`src/design/uim_pkg.sv`:
```
// What this block does
// - disable bit 7 clears autobaud timeout enable
// - disable bit 6 clears autobaud end enable
// - disable bit 5 clears busy enable
// - disable bit 4 clears character timeout enable
// - disable bit 3 clears modem status enable
// - disable bit 2 clears line status enable
// - disable bit 1 clears transmit empty enable
// - disable bit 0 clears receive available enable
// - mask status is read-only, one means enabled
// - all mask bits read zero after reset
// - bits 31 to 8 read zero, writes ignored
// - raw status register shows eight unmasked flags
// - enable register writes one to set mask
// - masked status is raw gated; write-one clears
// - raw transmit empty resets one, others zero
package uim_pkg;
    localparam int unsigned ADDR_W = 8;
    localparam int unsigned DATA_W = 32;
    localparam int unsigned NSRC   = 8;

    typedef logic [NSRC-1:0]   uim_src_t;
    typedef logic [ADDR_W-1:0] uim_addr_t;
    typedef logic [DATA_W-1:0] uim_data_t;

    localparam uim_addr_t OFF_ENABLE  = 8'h20;
    localparam uim_addr_t OFF_DISABLE = 8'h24;
    localparam uim_addr_t OFF_MASK    = 8'h28;
    localparam uim_addr_t OFF_RAW     = 8'h2C;
    localparam uim_addr_t OFF_STATCLR = 8'h30;

    localparam int unsigned BIT_AUTOBAUD_TIMEOUT = 7;
    localparam int unsigned BIT_AUTOBAUD_END     = 6;
    localparam int unsigned BIT_BUSY             = 5;
    localparam int unsigned BIT_CHAR_TIMEOUT     = 4;
    localparam int unsigned BIT_MODEM_STATUS     = 3;
    localparam int unsigned BIT_LINE_STATUS      = 2;
    localparam int unsigned BIT_TX_EMPTY         = 1;
    localparam int unsigned BIT_RX_AVAIL         = 0;

    localparam uim_src_t  MASK_RST   = 8'h00;
    localparam uim_src_t  RAW_RST    = 8'h02;
    localparam uim_data_t PRDATA_RST = 32'h0000_0000;

    typedef enum logic [1:0] {
        UIM_IDLE = 2'b01,
        UIM_RESP = 2'b10
    } uim_state_e;

    function automatic logic uim_hit(input uim_addr_t a,
                                     input uim_addr_t off);
        return a == off;
    endfunction : uim_hit
endpackage : uim_pkg

```
`src/design/uim_top.sv`:
```
// Chosen here: the APB slave port.
`timescale 1ns/1ps
module uim_top (
    input  wire logic              pclk,
    input  wire logic              presetn,
    input  wire logic              psel,
    input  wire logic              penable,
    input  wire logic              pwrite,
    input  wire uim_pkg::uim_addr_t paddr,
    input  wire uim_pkg::uim_data_t pwdata,
    input  wire logic [3:0]        pstrb,
    output uim_pkg::uim_data_t     prdata,
    output logic                   pready,
    output logic                   pslverr,
    output logic                   irq,
    input  wire logic              autobaud_timeout_evt,
    input  wire logic              autobaud_end_evt,
    input  wire logic              busy_evt,
    input  wire logic              char_timeout_evt,
    input  wire logic              modem_status_evt,
    input  wire logic              line_status_evt,
    input  wire logic              tx_empty_evt,
    input  wire logic              rx_avail_evt
);
    import uim_pkg::*;

    logic      capture;
    logic      fire;
    logic      wr_lane0;
    uim_src_t  src_evt;
    uim_src_t  raw_r;
    uim_src_t  mask_r;
    uim_src_t  mask_nxt;
    uim_src_t  en_wr;
    uim_src_t  dis_wr;
    uim_src_t  clr_wr;
    uim_src_t  masked;
    uim_data_t prdata_r;
    uim_data_t rd_nxt;
    logic      pslverr_r;
    logic      err_nxt;
    logic      irq_r;
    logic      pready_r;
    logic      addr_ok;

    uim_apb_slave u_apb (
        .pclk     (pclk),
        .presetn  (presetn),
        .psel     (psel),
        .penable  (penable),
        .pready_r (pready_r),
        .capture  (capture),
        .fire     (fire)
    );

    always_comb begin
        src_evt = '0;
        src_evt[BIT_AUTOBAUD_TIMEOUT] = autobaud_timeout_evt;
        src_evt[BIT_AUTOBAUD_END]     = autobaud_end_evt;
        src_evt[BIT_BUSY]             = busy_evt;
        src_evt[BIT_CHAR_TIMEOUT]     = char_timeout_evt;
        src_evt[BIT_MODEM_STATUS]     = modem_status_evt;
        src_evt[BIT_LINE_STATUS]      = line_status_evt;
        src_evt[BIT_TX_EMPTY]         = tx_empty_evt;
        src_evt[BIT_RX_AVAIL]         = rx_avail_evt;
    end

    // only byte lane 0 carries live bits; upper lanes are reserved
    assign wr_lane0 = fire && pwrite && pstrb[0];

    always_comb begin
        en_wr  = '0;
        dis_wr = '0;
        clr_wr = '0;
        if (wr_lane0 && uim_hit(paddr, OFF_ENABLE)) begin
            en_wr = pwdata[NSRC-1:0];
        end
        if (wr_lane0 && uim_hit(paddr, OFF_DISABLE)) begin
            dis_wr = pwdata[NSRC-1:0];
        end
        if (wr_lane0 && uim_hit(paddr, OFF_STATCLR)) begin
            clr_wr = pwdata[NSRC-1:0];
        end
    end

    uim_flag_bank u_flags (
        .pclk    (pclk),
        .presetn (presetn),
        .set_evt (src_evt),
        .clr_req (clr_wr),
        .flags_r (raw_r)
    );

    // bit i of the disable write clears enable i; zeros leave it alone
    // and a disable always overrides an enable of the same bit
    assign mask_nxt = (mask_r | en_wr) & ~dis_wr;

    always_ff @(posedge pclk or negedge presetn) begin
        if (!presetn) begin
            mask_r <= MASK_RST;
        end else begin
            mask_r <= mask_nxt;
        end
    end

    assign masked = raw_r & mask_r;

    // the five live offsets; anything else answers with pslverr
    assign addr_ok = uim_hit(paddr, OFF_ENABLE) ||
                     uim_hit(paddr, OFF_DISABLE) ||
                     uim_hit(paddr, OFF_MASK) ||
                     uim_hit(paddr, OFF_RAW) ||
                     uim_hit(paddr, OFF_STATCLR);

    // read data is taken in the first access cycle and held to pready
    always_comb begin
        rd_nxt  = PRDATA_RST;
        err_nxt = 1'b0;
        if (uim_hit(paddr, OFF_MASK)) begin
            rd_nxt[NSRC-1:0] = mask_r;
        end else if (uim_hit(paddr, OFF_RAW)) begin
            rd_nxt[NSRC-1:0] = raw_r;
        end else if (uim_hit(paddr, OFF_STATCLR)) begin
            rd_nxt[NSRC-1:0] = masked;
        end else if (!uim_hit(paddr, OFF_ENABLE) &&
                     !uim_hit(paddr, OFF_DISABLE)) begin
            err_nxt = 1'b1;
        end
    end

    always_ff @(posedge pclk or negedge presetn) begin
        if (!presetn) begin
            prdata_r <= PRDATA_RST;
        end else if (capture) begin
            prdata_r <= pwrite ? PRDATA_RST : rd_nxt;
        end
    end

    always_ff @(posedge pclk or negedge presetn) begin
        if (!presetn) begin
            pslverr_r <= 1'b0;
        end else if (capture) begin
            pslverr_r <= err_nxt;
        end else if (fire) begin
            pslverr_r <= 1'b0;
        end
    end

    // registered so the pin is glitch free; costs one cycle of latency
    always_ff @(posedge pclk or negedge presetn) begin
        if (!presetn) begin
            irq_r <= 1'b0;
        end else begin
            irq_r <= |masked;
        end
    end

    assign prdata  = prdata_r;
    assign pready  = pready_r;
    assign pslverr = pslverr_r;
    assign irq     = irq_r;

    genvar gi;
    generate
        for (gi = 0; gi < NSRC; gi++) begin : g_chk

        end
    endgenerate
endmodule : uim_top

```
`src/design/uim_apb_slave.sv`:
```
`timescale 1ns/1ps
module uim_apb_slave (
    input  wire logic pclk,
    input  wire logic presetn,
    input  wire logic psel,
    input  wire logic penable,
    output logic      pready_r,
    output logic      capture,
    output logic      fire
);
    import uim_pkg::*;

    uim_state_e state_r;
    uim_state_e state_nxt;

    // one wait state: read data is registered before pready rises
    assign capture = (state_r == UIM_IDLE) && psel && penable;
    assign fire    = psel && penable && pready_r;

    always_comb begin
        state_nxt = state_r;
        unique case (state_r)
            UIM_IDLE: if (capture) state_nxt = UIM_RESP;
            UIM_RESP: state_nxt = UIM_IDLE;
            default:  state_nxt = UIM_IDLE;
        endcase
    end

    always_ff @(posedge pclk or negedge presetn) begin
        if (!presetn) begin
            state_r <= UIM_IDLE;
        end else begin
            state_r <= state_nxt;
        end
    end

    always_ff @(posedge pclk or negedge presetn) begin
        if (!presetn) begin
            pready_r <= 1'b0;
        end else begin
            pready_r <= capture;
        end
    end
endmodule : uim_apb_slave

```
`src/design/uim_flag_bank.sv`:
```
`timescale 1ns/1ps
module uim_flag_bank (
    input  wire logic             pclk,
    input  wire logic             presetn,
    input  wire uim_pkg::uim_src_t set_evt,
    input  wire uim_pkg::uim_src_t clr_req,
    output uim_pkg::uim_src_t     flags_r
);
    import uim_pkg::*;

    genvar i;
    generate
        for (i = 0; i < NSRC; i++) begin : g_flag
            // a new event in the clearing cycle must not be lost
            always_ff @(posedge pclk or negedge presetn) begin
                if (!presetn) begin
                    flags_r[i] <= RAW_RST[i];
                end else if (set_evt[i]) begin
                    flags_r[i] <= 1'b1;
                end else if (clr_req[i]) begin
                    flags_r[i] <= 1'b0;
                end
            end
        end
    endgenerate
endmodule : uim_flag_bank

```
`config.mk`:
```
export PLATFORM = sky130hd
export DESIGN_NAME = uim_top
export DESIGN_NICKNAME = d
export VERILOG_FILES = /design/src/design/uim_pkg.sv /design/src/design/uim_top.sv /design/src/design/uim_apb_slave.sv /design/src/design/uim_flag_bank.sv
export SDC_FILE = /design/constraint.sdc
export NUM_CORES = 1
export LEC_CHECK = 0
export ABC_AREA = 0
export BUFFER_PORTS_ARGS = -buffer_cell sky130_fd_sc_hd__buf_4
export CORE_MARGIN = 2
export CORE_UTILIZATION = 38
export CTS_BUF_LIST = sky130_fd_sc_hd__clkbuf_8
export CTS_CLUSTER_DIAMETER = 150
export DETAILED_ROUTE_END_ITERATION = 8
export GPL_TIMING_DRIVEN = 0
export PLACE_DENSITY = 0.73
export SLEW_MARGIN = 40
export SYNTH_ARGS = -nofsm -noshare
export SYNTH_HDL_FRONTEND = slang
export SYNTH_SLANG_ARGS = --single-unit
```
`constraint.sdc`:
```
create_clock -name pclk -period 2 [get_ports pclk]
set_input_delay 0.1 -clock pclk [delete_from_list [all_inputs] [get_ports pclk]]
set_output_delay 0.1 -clock pclk [all_outputs]
set_load 0.01 [all_outputs]
```
==> out/metrics.yaml <==
timing:
  timing.fmax_mhz: 559
  tightest_slew_ps: 516
  fin_skew_ps: 6.56
  final.period_utilization: 0.895
  timing.slew.headroom: 0.653
  report.final.slew_viol_count: 0
  setup_viol_count_final: 0
  hold_viol: 0
  tns_ps: 0
  setup_ws_ps: 210
  rsz0062_at_grt: "no"
  finalCriticalPeriod_ps: 1790
synth:
  synth_top_family_by_area: "simple AND/OR/NAND/NOR gates"
  synth_compound_area_frac: 0.150
  synth_edf_count: 0
  syn_area_sq_um: 1640
  async_reset_ff_frac: 1.00
  synthDistinctLibCells: 28
  synth_xor_area_frac: 0
  yosysSeqAreaShare: 0.445
  synth_fa_ha_area_frac: 0
  ys.flop_type: "dfrtp_1"
  synthSimpleGateAreaFrac: 0.177
  avgSynthCellArea_sq_um: 9.25
  synth_seq_cells: 29
  synth.mux.area_fraction: 0.0489
  yosys_warnings: 0
  synthCells: 177
cts:
  cts.sink_count: 29
  clkSlewWorstSetupHoldPaths_ps: 70
  cts_tree: "built"
  clockBufferDepth: 2
  cts-root-buf: "clkbuf_8"
  cts_buffers: 5
  clk_latency_ps: 280
  cts_resized: 0
  htree_levels: 2
setup_path:
  critPathMaxFanout: 9
  cp.required_ps: 2170
  critical_path_class: "flip-flop to flip-flop"
  endpoint_kind: "flip-flop"
  start_kind: "flip-flop"
  cp.arrival_ps: 1960
finish:
  layout_commonest_cell: "buf_4"
  layout_common_cells: "buf_4, dfrtp_1, conb_1"
  fin_nets: 310
  multi_input_area_sq_um: 706
  seq_area_sq_um: 728
  area_growth_syn_to_layout_pct: 36.2
  fillers: 401
  drive_gt1_frac: 0.315
  diodes: 0
route:
  wl_um: 3420
  routed_via_density: 4.41
  drc: 0
  first_pass_iters: 4
  ant_nets: 0
  wl_per_cell_um: 11.2
  drt_iter0_drc: 23
  vias: 1342
floorplan:
  fp.coreArea_sq_um: 4090
  die_w_um: 69.6
  die_h_um: 69.6
  pin_count: 92
  row_count: 23
  initial_core_util: 0.400
  dieArea_sq_um: 4850
power:
  peakVddDrop_mv: 0.329
  p_leak_uw: 0.00118
  power_density_nw_per_um2: 573
global_route:
  grt_max_degree: 30
  grt_usage: 0.148
  gr-total-overflow: 0
  antenna_found_initial: 0
  grt_pass1_vias: 1254
  grt_pass1_wl_um: 5730
flow_run:
  maxCapViolCount: 0
placement:
  hpwl_um: 2630
  io_buffers: 39
  gp_congestion: 0.765
  place_ws_ps: 65.4
worst_hold_path:
  hp-class: "input pin to flip-flop"
status:
  status: "finished clean"
## per-stage QoR
stage / instance area [sq um] / std cells / hold slack (ps) / power [uW] / utilization
after floorplan: 1720 / 200 / -196 / 730 / -
after global placement: 2080 / 289 / 39.2 / 812 / 0.509
after detailed placement: 2080 / 289 / 44.6 / 814 / 0.509
after CTS: 2210 / 302 / 1.44 / 1290 / 0.542
after global routing: 2230 / 304 / 8.33 / 1340 / 0.546
final: 2230 / 304 / 1.86 / 1280 / 0.546
## metal layers
metal / part of all wire / vias up / track usage
li1: - / 696 / -
met1: 0.45 / 602 / 0.187
met2: 0.48 / 41 / 0.246
met3: 0.061 / 3 / 0.0407
met4: 0.0088 / 0 / 0.0449
met5: 0 / - / 0
## critical path, cell delays in order (launching register included)
cell and delay, ps:
dfrtp_1 400, nor2b_1 140, clkbuf_1 370, nand2b_1 170, nor4_4 310, buf_4 200
a31oi_1 90
## sequential cells by signal (all words and copies together) (netlist names)
signal,count
pslverr,1
u_flags.flags_r,8
mask_r,8
u_apb.state_r,2
prdata,8
irq,1
u_apb.pready_r,1
## repair_timing
item / CTS / global route
hold buffers: 5 / 0
setup endpoints to repair: 0 / 6
endpoints found under the hold margin: 31 / 0
buffers inserted: 0 / 2
## where the power goes
| group | switching (uW) | total [uW] | internal, uW |
|---|---|---|---|
| combinational | 98.4 | 210 | 112 |
| clock | 227 | 466 | 239 |
| sequential | 4.45 | 601 | 596 |
| total | 329 | 1280 | 947 |
## path summary, 6_finish.rpt
check | to | depth (start not counted) | start | slack, ps
min | u_flags.flags_r[7] | 2 | pwdata[7] | 2
min in group asynchronous | prdata[7] | 2 | presetn | 280
max | u_flags.flags_r[0] | 6 | u_apb.pready_r | 210
min reg2reg | prdata[3] | 2 | prdata[3] | 490
max in group asynchronous | u_flags.flags_r[1] | 2 | presetn | 1410
max reg2reg | u_flags.flags_r[0] | 6 | u_apb.pready_r | 210
## cells in the mapped netlist (2+ instances only)
cell,n,share of area
a2bb2oi_1,8,0.043
dfrtp_1,27,0.41
a21oi_1,8,0.024
nor4_4,2,0.026
clkbuf_1,7,0.016
nor2b_1,4,0.015
inv_1,19,0.044
nor2_1,11,0.025
dfstp_2,2,0.032
nand2_1,9,0.021
mux2i_1,8,0.049
o21ai_1,8,0.024
nand3_1,10,0.031
a22oi_1,2,0.0092
buf_4,24,0.11
nand2b_1,9,0.034
a31oi_1,8,0.031
## final cells by class
type	count	share of cell area
Buffer	32	0.0976
Clock buffer	5	0.0309
Sequential cell	29	0.327
Tap cell	50	0.0281
Clock inverter	3	0.00786
Multi-Input combinational cell	120	0.316
Timing Repair Buffer	46	0.160
Inverter	19	0.0320
## kinds of logic after synthesis
family	Yosys count
flip-flops	29
multiplexers	8
buffers and inverters	51
AO/OA/AOI/OAI	38
AND/OR/NAND/NOR	50
other	1
No activity file was read; power rests on OpenSTA's default activity.
